===== src/shared/pfr_map.svh =====
/*
 Offsets, field positions, reset values and sizes of the primary fault recorder.
 Assumes a 32-bit AXI4-Lite register port with 12 significant address bits.
*/
// Behaviour
// - Slot-based fault logging is always built; no memory log exists.
// - A read-only capability field reports the number of fault slots.
// - Write index is held at zero while both translations are off.
// - Each stored fault advances the index by one, wrapping to zero.
// - Pending flag is the OR of all slot valid bits, always current.
// - With overflow already set, new faults are dropped untouched.
// - When enabled, a fault whose tag matches a valid slot is dropped.
// - Duplicate suppression is provided, as advised for few slots.
// - Fault landing on a valid slot sets overflow and is dropped.
// - Otherwise store at index, set valid, advance index.
// - First store with nothing pending records the index and requests an event.
// - After overflow clears, storing resumes at the current index.
// - Event suppressed if a status flag is set; else hold, send if unmasked.
`ifndef PFR_MAP_SVH
`define PFR_MAP_SVH
`define PFR_NSLOT      8
`define PFR_IDXW       3
`define PFR_OFF_CAP    12'h000
`define PFR_OFF_STS    12'h004
`define PFR_OFF_EVC    12'h008
`define PFR_OFF_CTL    12'h00C
`define PFR_OFF_IST    12'h010
`define PFR_OFF_ICLR   12'h014
`define PFR_OFF_IEN    12'h018
`define PFR_OFF_SLOT   12'h100
`define PFR_SLOT_SPAN  12'h080
`define PFR_SLW_ADDR   2'h0
`define PFR_SLW_INFO   2'h1
`define PFR_SLW_VALID  2'h2
`define PFR_CAP_DUP    8
`define PFR_STS_PEND   0
`define PFR_STS_OVF    1
`define PFR_STS_FPI    8
`define PFR_EVC_MASK   0
`define PFR_EVC_HOLD   1
`define PFR_CTL_DUP    0
`define PFR_CTL_RST    1'b1
`define PFR_MASK_RST   1'b1
`define PFR_IRQW       3
`define PFR_IRQ_STORE  0
`define PFR_IRQ_OVF    1
`define PFR_IRQ_DROP   2
`endif


===== src/shared/pfr_pkg.sv =====
/*
 Types of the primary fault recorder.
 Assumes the requester tag is 16 bits and the reason code 8 bits.
*/
package pfr_pkg;
   typedef struct packed {
      logic [15:0] tag;
      logic [7:0]  reason;
      logic [31:0] addr;
   } pfr_info_type;
endpackage


===== src/pfr_top.sv =====
/*
 Primary fault recorder: circular fault slots, overflow, first-pending index,
 duplicate suppression, fault event gating and an AXI4-Lite register slave.
 Assumes fault reports and global status levels come from logic on aclk.
*/
`timescale 1ns/1ps
`include "pfr_map.svh"
module pfr_top (
   input  wire logic                aclk,
   input  wire logic                aresetn,
   input  wire logic                ce,
   input  wire logic                address_xlat_on,
   input  wire logic                intr_remap_on,
   input  wire logic                interrupt_xlat_on,
   input  wire logic                fault_valid,
   input  wire pfr_pkg::pfr_info_type fault_info,
   output logic                     fault_event,
   output logic                     irq,
   input  wire logic [11:0]         awaddr,
   input  wire logic                awvalid,
   output logic                     awready,
   input  wire logic [31:0]         wdata,
   input  wire logic [3:0]          wstrb,
   input  wire logic                wvalid,
   output logic                     wready,
   output logic [1:0]               bresp,
   output logic                     bvalid,
   input  wire logic                bready,
   input  wire logic [11:0]         araddr,
   input  wire logic                arvalid,
   output logic                     arready,
   output logic [31:0]              rdata,
   output logic [1:0]               rresp,
   output logic                     rvalid,
   input  wire logic                rready
);
   localparam int N = `PFR_NSLOT;

   // Slot decode shared by the read and write paths
   function automatic logic slot_hit(input logic [11:0] a);
      slot_hit = (a >= `PFR_OFF_SLOT) && (a < `PFR_OFF_SLOT + `PFR_SLOT_SPAN)
                 && (a[3:2] <= `PFR_SLW_VALID);
   endfunction

   logic [`PFR_IDXW-1:0]  idx_r, idx_nxt, idx_inc;
   logic [`PFR_IDXW-1:0]  first_pending_index_r, fpi_nxt;
   logic [N-1:0]          valid_r, valid_nxt, tag_eq, sw_vclr;
   pfr_pkg::pfr_info_type info_r [N];
   logic                  overflow_flag_r, ovf_nxt, sw_ovf_clr;
   logic                  event_mask_r, mask_nxt;
   logic                  event_pending_hold_r, hold_nxt;
   logic                  fault_event_r, fev_nxt;
   logic                  dup_en_r, dup_nxt;
   logic [`PFR_IRQW-1:0]  ist_r, ist_nxt, ien_r, ien_nxt, ist_set;
   logic                  pending_any, dup_hit, store, ev_req, xlat_off;
   logic                  aw_full_r, aw_full_nxt, w_full_r, w_full_nxt;
   logic [11:0]           aw_addr_r, aw_addr_nxt;
   logic [31:0]           w_data_r, w_data_nxt;
   logic                  w_lo_r, w_lo_nxt;
   logic                  bvalid_r, bvalid_nxt, rvalid_r, rvalid_nxt;
   logic [1:0]            bresp_r, bresp_nxt, rresp_r, rresp_nxt;
   logic [31:0]           rdata_r, rdata_nxt;
   logic                  wr_go;

   assign pending_any = |valid_r;
   assign xlat_off    = !address_xlat_on && !interrupt_xlat_on;
   assign idx_inc     = (idx_r == `PFR_IDXW'(N - 1)) ? '0 : idx_r + 1'b1;

   // Requester tag compare across every slot
   genvar g;
   generate
      for (g = 0; g < N; g++) begin : g_cmp
         assign tag_eq[g] = valid_r[g] && (info_r[g].tag == fault_info.tag);
      end
   endgenerate
   assign dup_hit = dup_en_r && (|tag_eq);

   // Fault acceptance order: overflow, duplicate, slot occupancy, store
   always_comb begin
      store   = 1'b0;
      ev_req  = 1'b0;
      ist_set = '0;
      if (fault_valid) begin
         if (overflow_flag_r || dup_hit) begin
            ist_set[`PFR_IRQ_DROP] = 1'b1;
         end else if (valid_r[idx_r]) begin
            ist_set[`PFR_IRQ_OVF]  = 1'b1;
            ist_set[`PFR_IRQ_DROP] = 1'b1;
         end else begin
            store                   = 1'b1;
            ev_req                  = !pending_any;
            ist_set[`PFR_IRQ_STORE] = 1'b1;
         end
      end
   end

   // Register write decode, taken when both address and data are held
   assign wr_go = aw_full_r && w_full_r && !bvalid_r;

   always_comb begin
      sw_vclr    = '0;
      sw_ovf_clr = 1'b0;
      mask_nxt   = event_mask_r;
      dup_nxt    = dup_en_r;
      ien_nxt    = ien_r;
      ist_nxt    = ist_r;
      bresp_nxt  = bresp_r;
      if (wr_go) begin
         bresp_nxt = 2'b00;
         if (slot_hit(aw_addr_r)) begin
            if (aw_addr_r[3:2] == `PFR_SLW_VALID && w_lo_r)
               sw_vclr[aw_addr_r[`PFR_IDXW+3:4]] = w_data_r[0];
         end else begin
            unique case (aw_addr_r)
               `PFR_OFF_CAP, `PFR_OFF_IST: ;
               `PFR_OFF_STS:  sw_ovf_clr = w_lo_r && w_data_r[`PFR_STS_OVF];
               `PFR_OFF_EVC:  if (w_lo_r) mask_nxt = w_data_r[`PFR_EVC_MASK];
               `PFR_OFF_CTL:  if (w_lo_r) dup_nxt = w_data_r[`PFR_CTL_DUP];
               `PFR_OFF_ICLR: if (w_lo_r) ist_nxt = ist_r & ~w_data_r[`PFR_IRQW-1:0];
               `PFR_OFF_IEN:  if (w_lo_r) ien_nxt = w_data_r[`PFR_IRQW-1:0];
               default:       bresp_nxt = 2'b10;
            endcase
         end
      end
      // A new event beats a clear in the same cycle
      ist_nxt = ist_nxt | ist_set;
   end

   // Core state next values
   always_comb begin
      idx_nxt   = idx_r;
      fpi_nxt   = first_pending_index_r;
      valid_nxt = valid_r & ~sw_vclr;
      ovf_nxt   = overflow_flag_r & ~sw_ovf_clr;
      hold_nxt  = event_pending_hold_r;
      fev_nxt   = 1'b0;
      if (store) begin
         valid_nxt[idx_r] = 1'b1;
         idx_nxt          = idx_inc;
         if (ev_req)
            fpi_nxt = idx_r;
      end
      if (ist_set[`PFR_IRQ_OVF])
         ovf_nxt = 1'b1;
      if (xlat_off)
         idx_nxt = '0;
      // Pending faults or overflow mean software has not caught up yet
      if (ev_req && !overflow_flag_r) begin
         if (!event_mask_r) begin
            fev_nxt = 1'b1;
         end else begin
            hold_nxt = 1'b1;
         end
      end else if (event_pending_hold_r && !mask_nxt) begin
         fev_nxt  = 1'b1;
         hold_nxt = 1'b0;
      end else if (event_pending_hold_r && !pending_any && !overflow_flag_r) begin
         hold_nxt = 1'b0;
      end
   end

   always_ff @(posedge aclk) begin
      if (!aresetn) begin
         idx_r                 <= '0;
         first_pending_index_r <= '0;
         valid_r               <= '0;
         overflow_flag_r       <= 1'b0;
         event_mask_r          <= `PFR_MASK_RST;
         event_pending_hold_r  <= 1'b0;
         fault_event_r         <= 1'b0;
         dup_en_r              <= `PFR_CTL_RST;
         ist_r                 <= '0;
         ien_r                 <= '0;
      end else if (ce) begin
         idx_r                 <= idx_nxt;
         first_pending_index_r <= fpi_nxt;
         valid_r               <= valid_nxt;
         overflow_flag_r       <= ovf_nxt;
         event_mask_r          <= mask_nxt;
         event_pending_hold_r  <= hold_nxt;
         fault_event_r         <= fev_nxt;
         dup_en_r              <= dup_nxt;
         ist_r                 <= ist_nxt;
         ien_r                 <= ien_nxt;
      end
   end

   // Slot payload has no reset; valid bits guard it
   always_ff @(posedge aclk) begin
      if (ce && store)
         info_r[idx_r] <= fault_info;
   end

   // Bus channel next values
   always_comb begin
      aw_full_nxt = aw_full_r;
      aw_addr_nxt = aw_addr_r;
      w_full_nxt  = w_full_r;
      w_data_nxt  = w_data_r;
      w_lo_nxt    = w_lo_r;
      bvalid_nxt  = bvalid_r;
      rvalid_nxt  = rvalid_r;
      rdata_nxt   = rdata_r;
      rresp_nxt   = rresp_r;
      if (awvalid && awready) begin
         aw_full_nxt = 1'b1;
         aw_addr_nxt = {awaddr[11:2], 2'b00};
      end
      if (wvalid && wready) begin
         w_full_nxt = 1'b1;
         w_data_nxt = wdata;
         w_lo_nxt   = wstrb[0];
      end
      if (wr_go) begin
         aw_full_nxt = 1'b0;
         w_full_nxt  = 1'b0;
         bvalid_nxt  = 1'b1;
      end
      if (bvalid_r && bready)
         bvalid_nxt = 1'b0;
      if (rvalid_r && rready)
         rvalid_nxt = 1'b0;
      if (arvalid && arready) begin
         rvalid_nxt = 1'b1;
         rresp_nxt  = 2'b00;
         rdata_nxt  = '0;
         if (slot_hit(araddr)) begin
            unique case (araddr[3:2])
               `PFR_SLW_ADDR: rdata_nxt = info_r[araddr[`PFR_IDXW+3:4]].addr;
               `PFR_SLW_INFO: rdata_nxt = {8'h00, info_r[araddr[`PFR_IDXW+3:4]].reason,
                                           info_r[araddr[`PFR_IDXW+3:4]].tag};
               default:       rdata_nxt[0] = valid_r[araddr[`PFR_IDXW+3:4]];
            endcase
         end else begin
            unique case ({araddr[11:2], 2'b00})
               `PFR_OFF_CAP: begin
                  rdata_nxt[7:0]          = 8'(N);
                  rdata_nxt[`PFR_CAP_DUP] = 1'b1;
               end
               `PFR_OFF_STS: begin
                  rdata_nxt[`PFR_STS_PEND] = pending_any;
                  rdata_nxt[`PFR_STS_OVF]  = overflow_flag_r;
                  rdata_nxt[`PFR_STS_FPI +: `PFR_IDXW] = first_pending_index_r;
               end
               `PFR_OFF_EVC: begin
                  rdata_nxt[`PFR_EVC_MASK] = event_mask_r;
                  rdata_nxt[`PFR_EVC_HOLD] = event_pending_hold_r;
               end
               `PFR_OFF_CTL:  rdata_nxt[`PFR_CTL_DUP] = dup_en_r;
               `PFR_OFF_IST:  rdata_nxt[`PFR_IRQW-1:0] = ist_r;
               `PFR_OFF_ICLR: ;
               `PFR_OFF_IEN:  rdata_nxt[`PFR_IRQW-1:0] = ien_r;
               default:       rresp_nxt = 2'b10;
            endcase
         end
      end
   end

   always_ff @(posedge aclk) begin
      if (!aresetn) begin
         aw_full_r <= 1'b0;
         aw_addr_r <= '0;
         w_full_r  <= 1'b0;
         w_data_r  <= '0;
         w_lo_r    <= 1'b0;
         bvalid_r  <= 1'b0;
         bresp_r   <= 2'b00;
         rvalid_r  <= 1'b0;
         rdata_r   <= '0;
         rresp_r   <= 2'b00;
      end else if (ce) begin
         aw_full_r <= aw_full_nxt;
         aw_addr_r <= aw_addr_nxt;
         w_full_r  <= w_full_nxt;
         w_data_r  <= w_data_nxt;
         w_lo_r    <= w_lo_nxt;
         bvalid_r  <= bvalid_nxt;
         bresp_r   <= bresp_nxt;
         rvalid_r  <= rvalid_nxt;
         rdata_r   <= rdata_nxt;
         rresp_r   <= rresp_nxt;
      end
   end

   // Ready terms drop with ce so nothing is taken while frozen
   assign awready     = ce && !aw_full_r && !bvalid_r;
   assign wready      = ce && !w_full_r && !bvalid_r;
   assign arready     = ce && !rvalid_r;
   assign bvalid      = bvalid_r;
   assign bresp       = bresp_r;
   assign rvalid      = rvalid_r;
   assign rdata       = rdata_r;
   assign rresp       = rresp_r;
   assign fault_event = fault_event_r;
   assign irq         = |(ist_r & ien_r);

   property p_idx_zero;
      @(posedge aclk) disable iff (!aresetn)
      ce && xlat_off |=> idx_r == '0;
   endproperty
   a_idx_zero: assert property (p_idx_zero) else $error("index not zero");

   property p_idx_adv;
      @(posedge aclk) disable iff (!aresetn)
      ce && store && !xlat_off |=> idx_r == $past(idx_inc);
   endproperty
   a_idx_adv: assert property (p_idx_adv) else $error("index not advanced");

   property p_pend;
      @(posedge aclk) disable iff (!aresetn)
      ce && store |=> pending_any && valid_r[$past(idx_r)];
   endproperty
   a_pend: assert property (p_pend) else $error("pending flag not set");

   property p_ovf_drop;
      @(posedge aclk) disable iff (!aresetn)
      ce && fault_valid && overflow_flag_r && !xlat_off |=> $stable(idx_r);
   endproperty
   a_ovf_drop: assert property (p_ovf_drop) else $error("stored in overflow");

   property p_dup;
      @(posedge aclk) disable iff (!aresetn)
      ce && fault_valid && dup_en_r && (|tag_eq) && !xlat_off |=> $stable(idx_r);
   endproperty
   a_dup: assert property (p_dup) else $error("duplicate stored");

   property p_ovf_set;
      @(posedge aclk) disable iff (!aresetn)
      ce && fault_valid && !overflow_flag_r && !dup_hit && valid_r[idx_r]
      |=> overflow_flag_r;
   endproperty
   a_ovf_set: assert property (p_ovf_set) else $error("overflow missed");

   property p_fpi;
      @(posedge aclk) disable iff (!aresetn)
      ce && store && !pending_any |=> first_pending_index_r == $past(idx_r);
   endproperty
   a_fpi: assert property (p_fpi) else $error("first index wrong");

   property p_evt;
      @(posedge aclk) disable iff (!aresetn)
      ce && ev_req && !overflow_flag_r && !event_mask_r |=> fault_event ##1 !fault_event;
   endproperty
   a_evt: assert property (p_evt) else $error("event not sent");

   property p_evt_sup;
      @(posedge aclk) disable iff (!aresetn)
      ce && pending_any && !event_pending_hold_r && !fault_event_r |=> !fault_event;
   endproperty
   a_evt_sup: assert property (p_evt_sup) else $error("event not suppressed");
endmodule

===== config.mk =====
export PLATFORM = sky130hd
export DESIGN_NAME = pfr_top
export DESIGN_NICKNAME = d
export VERILOG_FILES = /design/src/shared/pfr_pkg.sv /design/src/pfr_top.sv
export VERILOG_INCLUDE_DIRS = /design/src /design/src/shared
export SDC_FILE = /design/constraint.sdc
export NUM_CORES = 1
export LEC_CHECK = 0
export BUFFER_PORTS_ARGS = -buffer_cell sky130_fd_sc_hd__clkbuf_2
export CAP_MARGIN = 20
export CORE_ASPECT_RATIO = 1.25
export CORE_MARGIN = 3
export CORE_UTILIZATION = 45
export DETAILED_ROUTE_END_ITERATION = 7
export GPL_TIMING_DRIVEN = 0
export HOLD_SLACK_MARGIN = 0.06
export PLACE_DENSITY = 0.62
export SYNTH_ARGS = -nofsm -noshare
export SYNTH_HDL_FRONTEND = slang
export SYNTH_SLANG_ARGS = --single-unit

===== constraint.sdc =====
create_clock -name aclk -period 10.55 [get_ports aclk]
set_clock_uncertainty 0.2 [all_clocks]
set_input_delay 0.5275 -clock aclk [delete_from_list [all_inputs] [get_ports aclk]]
set_output_delay 0.5275 -clock aclk [all_outputs]
set_load 0.05 [all_outputs]

Word-level counts from Yosys, hierarchy flattened --
Memories as Yosys holds them, arrays and structs flattened. Index checks and enable logic that the tools add are counted.
Storage, ports and cells: output and inout port bits 43, flip-flop bits (word level) 79, memories 1, memory bits (writable) 448
Cells by class: multiplexer cells 68, add/sub/neg operators 1, bitwise operators 11, order comparisons 11, eq/ne operators 24, reductions and logical operators 72
Memories:
- info_r | depth 8, width 56, rd ports 9, clocked after Yosys merged registers in 0, write ports 1, RTL line pfr_top.sv:48 | pfr_pkg::pfr_info_type info_r [N];
Operators with widths (number):
- $eq A16 B16 Y1 | 8
- $pmux W31 S2 | 1
- $eq A10 B3 Y1 const B | 6
- $eq A10 B2 Y1 const B | 4
- $mux W1 | 37
- $logic_and A1 B1 Y1 | 35
- $mux W8 | 4
- $ge A12 B9 Y1 const B | 2
- $lt A12 B9 Y1 const B | 2
- $mux W3 | 8
- $mux W21 | 1
- $eq A10 B1 Y1 const B | 2
- $reduce_and A2 Y1 | 9
- $and A8 B8 Y8 | 2
- $reduce_or A8 Y1 | 2
- $mux W2 | 7
- $reduce_or A7 Y1 | 2
- $logic_not A12 Y1 | 1
- $lt A3 B4 Y1 const B | 3
- $mux W11 | 1
- $logic_not A10 Y1 | 1
- $reduce_and A5 Y1 | 2
- $reduce_bool A2 Y1 | 5
- $logic_not A1 Y1 | 9
- 24 further kinds | 33

Depth between registers and ports, before layout --
Gate-level depths: netlist of the first run.
word-level depth 12, mapped depth 10

Least setup slack after synthesis of the first run --
No wires, ideal clock.
path kind input -> register, from input fault_info[40] in the netlist's numbering, to memory info_r[0][0] in the netlist's numbering, enable pin, library setup time 608 ps, buffers on the path 2, required time 9742 ps, slack 2556 ps, stages 9, arrival 7186 ps, path through buf_4 -> xor2_1 -> nor4_1 -> nand4_1 -> o22ai_1 -> o41ai_1 -> nand3_1 -> clkbuf_1 -> nor4_1
On the way: word-level cells in the longest chain between the ends 10, elaborated cells between the ends (all ways) 24
RTL lines:
- start, declared | RTL line pfr_top.sv:16 | input wire pfr_pkg::pfr_info_type fault_info,
- $eq A16 B16 Y1 | RTL line pfr_top.sv:73 | assign tag_eq[g] = valid_r[g] && (info_r[g].tag == fault_info.tag);
- $logic_and A1 B1 Y1 | RTL line pfr_top.sv:73
- $reduce_or A8 Y1 (*) | RTL line pfr_top.sv:76 | assign dup_hit = dup_en_r && (|tag_eq);
- $logic_and A1 B1 Y1 (*) | RTL line pfr_top.sv:76
- $logic_or A1 B1 Y1 (*) | RTL line pfr_top.sv:84 | if (overflow_flag_r || dup_hit) begin
- $mux W1 (*) | RTL line pfr_top.sv:84
- $mux W1 (*) | RTL line pfr_top.sv:83 | if (fault_valid) begin
- $logic_and A1 B1 Y1 (*) | RTL line pfr_top.sv:190 | if (ce && store)
- $mux W1 (*) | RTL line pfr_top.sv:190
- $mux W1 (implied by the code) (*) | RTL line pfr_top.sv:191 | info_r[idx_r] <= fault_info;
- end, declared | RTL line pfr_top.sv:48
Every way passes the cells marked *; elsewhere a longest branch is shown, timed or not.

Worst setup path after layout of the first run --
from input fault_info[54] in the netlist's numbering, to memory info_r[1][54] in the netlist's numbering, enable pin
Same word-level chain as after synthesis.

==> results of run 1 <==
-- state kept, by name (all words and copies together) (netlist names), 3 cells and up --
name / flops
aw_addr_r: 10
idx_r: 3
w_data_r: 3
ist_r: 3
rdata: 32
info_r: 448
ien_r: 3
valid_r: 8
first_pending_index_r: 3
-- per-stage QoR --
step                area, µm²  hold slack, ns  std cells  setup TNS, ns  setup WS (ns)
CTS                     26600          0.0754       2243              0           5.56
floorplan               21900           0.243       1243              0           2.56
global placement        23400           0.256       2007       -1005.66          -4.89
detailed placement      24100           0.260       2074              0           5.47
finish                  26600          0.0996       2243              0           5.37
global route            26600          0.0999       2243              0           5.33
-- how the worst min path moves through the flow --
stage                            startpoint             to  cells after the start
after global routing      interrupt_xlat_on       idx_r[2]                      3
after global placement        aw_addr_r[10]  aw_addr_r[10]                      2
after floorplan               aw_addr_r[10]  aw_addr_r[10]                      2
final                     interrupt_xlat_on       idx_r[1]                      3
after detailed placement       aw_addr_r[9]   aw_addr_r[9]                      2
after CTS                 interrupt_xlat_on       idx_r[1]                      3
-- final cells by class --
cell class,instances,area share
sequential,525,0.564
multi-input combinational,637,0.246
timing repair buffer,266,0.0770
clock buffer,65,0.0523
tap,637,0.0300
buffer,78,0.0169
clock inverter,32,0.0134
inverter,3,0.000424
-- metal layers --
metal  track usage  wire length (µm)  vias to the layer above
li1              -                 -                     5580
met1         0.293             23300                     6580
met2         0.385             28900                      404
met3        0.0357              3110                       86
met4        0.0626              1510                        0
met5             0                 0                        -
-- power by group through the flow --
stage                     logic [mW]  clock network [mW]  registers (mW)
after floorplan                0.178                   0            2.34
after global placement         0.295                   0            2.34
after detailed placement       0.309                   0            2.34
after CTS                      0.333                1.92            2.29
after global routing           0.352                2.00            2.29
final                          0.330                1.88            2.29
-- synth_stat cells, drive strengths merged, types with 4 or more instances --
| cell | count |
|---|---|
| edfxtp | 448 |
| mux4 | 135 |
| xor2 | 120 |
| dfxtp | 77 |
| nand2 | 67 |
| buf | 42 |
| clkbuf | 35 |
| nor2b | 33 |
| mux2i | 32 |
| nor4 | 31 |
| nor3 | 23 |
| nor2 | 22 |
| a22oi | 18 |
| o21ai | 17 |
| a21boi | 15 |
| a21oi | 12 |
| and2 | 11 |
| nand4 | 10 |
| nand3 | 9 |
| o211ai | 9 |
| o22ai | 8 |
| xnor2 | 8 |
| nand2b | 6 |
| o31ai | 6 |
| a221oi | 4 |
| o311ai | 4 |
-- repair_timing --
| action | in CTS | in global routing |
|---|---|---|
| hold endpoints to repair | 463 | 0 |
| hold buffers | 72 | 0 |
| setup endpoints to repair | 0 | 0 |
| buffers inserted | 0 | 0 |
-- critical path, stage by stage --
cell and delay (ns):
dlygate4sd3_1 0.56, clkbuf_2 0.21, buf_4 0.22, xor2_1 0.37, nor4_1 0.18, nand4_1 0.15, o22ai_1 0.09, o41ai_1 0.84
nand3_1 0.19, clkbuf_1 0.32, nor4_2 0.71, buf_4 0.32, buf_4 0.21, buf_4 0.20, buf_4 0.19
-- logic make-up (layout without fill, tap and decap cells) --
logic type / after synthesis / count (layout) / share of synthesized area
multiplexers: 170 / 170 / 0.155
flip-flops: 525 / 525 / 0.683
adder cells (fa/ha/maj): 2 / 2 / 0.00114
buffers and inverters: 81 / 444 / 0.0210
AND/OR/NAND/NOR: 229 / 229 / 0.0547
AO/OA/AOI/OAI: 106 / 106 / 0.0339
XOR/XNOR: 128 / 128 / 0.0511
other: 1 / 2 / 0.000171
==> impl_metrics.yaml, run 1 <==
run_status:
  outcome: "completed"
layout:
  n_antenna_cell: 0
  syn2layout_area_growth_pct: 21.1
  multi_input_area_um2: 6540
  fin_util: 0.558
  drive_gt1_frac: 0.291
  mostFrequentLayoutCell: "edfxtp_1"
  num-nets-final: 1693
  final_cell_mix: "edfxtp_1 (448), mux4_2 (135), clkbuf_2 (127), xor2_1 (120), dfxtp_1 (77)"
  n_fill_cell: 3828
  regArea_um2: 15000
clocking:
  cts_buffers: 52
  htreeDepth: 2
  clk_pin_slew_ns: 0.06
  cts_tree: "yes"
  clockRootBuffer: "clkbuf_16"
  clk_path_buf_depth: 3
  ctsResizeCount: 0
  clkLatencyLatePin_ns: 0.62
  cts.sinks: 525
power:
  swShare: 0.221
  internal_power_mw: 3.51
  vdd_drop_max_v: 0.000148
  p_leak_nw: 9.10
  p_clk_frac: 0.417
  total_power_mw: 4.50
  power_frac_comb: 0.073
  pwr-share-seq: 0.510
  p_switching_uw: 994
  powerDensity_nw_per_um2: 169
sta:
  rsz0062_at_grt: "false"
  timing.final.hold_violations: 0
  tightestPinTransition_ns: 1.14
  setup_viol: 0
  finalCriticalPeriod_ns: 5.18
  finalCritPeriodShare: 0.491
  slew_headroom: 0.243
  fmax_mhz: 193
  drv_slew: 0
routing:
  first_pass_iters: 8
  drc_errors: 0
  final_antenna_net_count: 0
  detail_route.wl_per_cell_um: 25.3
  detailedRoute.firstIterationViolations: 1013
  via_count: 12700
  viasPerCell: 5.64
  totalWireLength_mm: 56.8
place:
  gp_congestion: 0.913
  place_hpwl_mm: 41.2
  numPortBuffers: 127
floorplanning:
  die_w_um: 204
  num_rows: 89
  num_io_pins: 171
  dieHeight_um: 253
  die_area_um2: 51500
  start_util: 0.460
  core-area_um2: 47700
yosys:
  avgSynthCellArea_um2: 17.7
  synth_edf_count: 448
  synthArstFlopShare: 0
  synth.area.top_cells: "edfxtp_1 (61%), mux4_2 (14%), dfxtp_1 (7.0%), xor2_1 (4.8%), mux2i_1 (1.5%)"
  synth-seq-area-share: 0.683
  postSynthCellCount: 1242
  synth_top_area_share: 0.613
  synth_top_area_cell: "edfxtp_1"
  yosys_register_bits: 525
  ys.flop_type: "edfxtp_1"
  ys_warn_count: 0
  synthesis.area_um2: 21900
  synthDistinctLibCells: 56
grt:
  overflow: 0
  grtUsageTotal: 0.222
  grt_pass1_wl_mm: 84.2
  grt_pass1_vias: 13000
  grt_antenna_before_repair: 0
  grt_max_degree: 16
min_path:
  hold_class: "primary input to register"
worst_setup_path:
  crit_path_start: "fault_info[54]"
  r2r_start: "info_r[2][54]"
  critPathCaptureType: "register"
  critPathLaunchType: "primary input"
  worst-path-max-fanout: 10
  cp-endpoint: "info_r[1][54]"
  r2r_slack_ns: 5.85
  r2r.worst_path.cells: 12
  critPathArrivalTime_ns: 5.31
  critical_path_class: "primary input to register"
  r2r_end: "info_r[1][54]"
  worst_ep_required_time_ns: 10.68
flow_run:
  cap_violations: 0
(Power assumes the default switching activity.)
==> run 2: changes to the inputs <==
--- a/config.mk
+++ b/config.mk
@@ -14,7 +14,7 @@
 export DETAILED_ROUTE_END_ITERATION = 7
 export GPL_TIMING_DRIVEN = 0
 export HOLD_SLACK_MARGIN = 0.06
-export PLACE_DENSITY = 0.62
+export PLACE_DENSITY = 0.64
 export SYNTH_ARGS = -nofsm -noshare
 export SYNTH_HDL_FRONTEND = slang
 export SYNTH_SLANG_ARGS = --single-unit
==> constraint.sdc (replaced) <==
create_clock -name aclk -period 4.3 [get_ports aclk]
set_clock_uncertainty 0.2 [all_clocks]
set_input_delay 0.215 -clock aclk [delete_from_list [all_inputs] [get_ports aclk]]
set_output_delay 0.215 -clock aclk [all_outputs]
set_load 0.05 [all_outputs]
==> impl_metrics.yaml, run 2 (synthesis results as in run 1) <==
grt:
  grt_pass1_wl_mm: 86.1
  overflow: 0
  grt_antenna_before_repair: 0
  grtUsageTotal: 0.228
  grt_pass1_vias: 13300
  grt_max_degree: 16
sta:
  drv_slew: 0
  slew_headroom: 0.277
  setup_viol: 0
  hold_slack_ns: 0.0813
  rsz0062_at_grt: "false"
  timing.final.hold_violations: 0
  finalCriticalPeriod_ns: 4.11
  tightestPinTransition_ns: 1.08
  fmax_mhz: 243
  finalCritPeriodShare: 0.956
power:
  powerDensity_nw_per_um2: 404
  p_leak_nw: 9.31
  vdd_drop_max_v: 0.000311
worst_setup_path:
  cpPeakStageDelay_ns: 0.57
  cpMostUsedCell: "buf_16"
  critPathArrivalTime_ns: 4.22
  critical_path_class: "primary input to register"
  crit_family: "buffers and inverters"
  path_buf_inv: 8
  worst-path-max-fanout: 14
  worst_path_max_delay_cell: "dlygate4sd3_1"
  worst_ep_required_time_ns: 4.41
  critPathCaptureType: "register"
  critPathLaunchType: "primary input"
  path_cells: "dlygate4sd3_1 -> clkbuf_2 -> buf_4 -> xor2_1 -> nor4_1 -> nand4_1 -> o22ai_1 -> o41ai_2 -> nand3_1 -> clkbuf_2 -> nor3_4 -> buf_16 -> buf_16 -> buf_16 -> buf_16"
flow_run:
  cap_violations: 0
routing:
  first_pass_iters: 5
  final_antenna_net_count: 0
  totalWireLength_mm: 57.5
  via_count: 12700
  detailedRoute.firstIterationViolations: 1108
  viasPerCell: 5.60
  detail_route.wl_per_cell_um: 25.5
  drc_errors: 0
layout:
  n_fill_cell: 3780
  mostFrequentLayoutCell: "edfxtp_1"
  final_area_um2: 27200
  num-nets-final: 1709
  regArea_um2: 15000
  multi_input_area_um2: 6600
  final_cell_mix: "edfxtp_1 (448), mux4_2 (135), clkbuf_2 (128), xor2_1 (120), dlygate4sd3_1 (102)"
  drive_gt1_frac: 0.280
  fin_util: 0.571
  n_antenna_cell: 0
  syn2layout_area_growth_pct: 23.9
  largest_reg_flops: 448
  top_register: "info_r"
clocking:
  clk_pin_slew_ns: 0.06
  cts.sinks: 525
  clockRootBuffer: "clkbuf_16"
  clk_path_buf_depth: 3
  cts_buffers: 52
  clkLatencyLatePin_ns: 0.61
  cts_tree: "yes"
  htreeDepth: 2
min_path:
  hold_class: "primary input to register"
place:
  gp_congestion: 0.869
  numPortBuffers: 127
  place_hpwl_mm: 40.4
  dpl_cell_area_um2: 24300
floorplanning:
  dieHeight_um: 253
  num_io_pins: 171
  num_rows: 89
  core-area_um2: 47700
  die_w_um: 204
  start_util: 0.460
  die_area_um2: 51500
run_status:
  outcome: "completed"
[run 2: final timing paths]
check	startpoint	endpoint	slack, ns	depth (start not counted)
worst max-delay path	fault_info[54]	info_r[2][36]	0.19	15
worst min-delay path	awvalid	aw_full_r	0.08	5
worst max register to register	info_r[2][54]	info_r[2][36]	0.38	12
worst min register to register	ist_r[1]	ist_r[1]	0.29	2
[run 2: through the flow]
step                      cells  setup WS (ns)  total power [mW]   TNS, ns
final                      2259          0.190              11.0         0
after global routing       2259          0.161              11.3         0
after CTS                  2258         0.0166              11.1         0
after detailed placement   2047         -0.349              6.49    -35.26
after global placement     2007          -5.80              6.47  -1880.04
after floorplan            1243          -1.12              6.19   -187.50
[run 2: layer usage]
metal	part of all wire	routed length, µm	GRT usage	vias to the layer above
li1	-	-	-	5611
met1	0.40	22900	0.298	6536
met2	0.51	29400	0.393	419
met3	0.063	3640	0.0411	87
met4	0.027	1560	0.0663	0
met5	0	0	0	-
[run 2: where the power goes]
group          internal, mW  switching (mW)  leakage (nW)
sequential             5.59          0.0344          4.67
combinational         0.363           0.472          3.82
clock                  2.61            1.92         0.830
total                  8.57            2.43          9.31
[run 2: worst min-delay path, delay by kind of cell]
| family | cells | cell delay, ns |
|---|---|---|
| AND/OR/NAND/NOR | 3 | 0.32 |
| buffers and inverters | 2 | 0.30 |
[run 2: final cells by class]
| class | count | share of cell area |
|---|---|---|
| Sequential cell | 525 | 0.551 |
| Multi-Input combinational cell | 637 | 0.243 |
| Timing Repair Buffer | 282 | 0.0965 |
| Clock buffer | 77 | 0.0551 |
| Tap cell | 637 | 0.0293 |
| Buffer | 78 | 0.0166 |
| Clock inverter | 20 | 0.00810 |
| Inverter | 3 | 0.000414 |
[run 2: what timing repair did]
| item | in CTS | in global routing |
|---|---|---|
| pin swaps | 4 | 0 |
| setup endpoints to repair | 95 | 351 |
| hold buffers | 102 | 0 |
| buffers inserted | 12 | 0 |
| hold endpoints to repair | 489 | 0 |
| gates resized for setup | 0 | 4 |
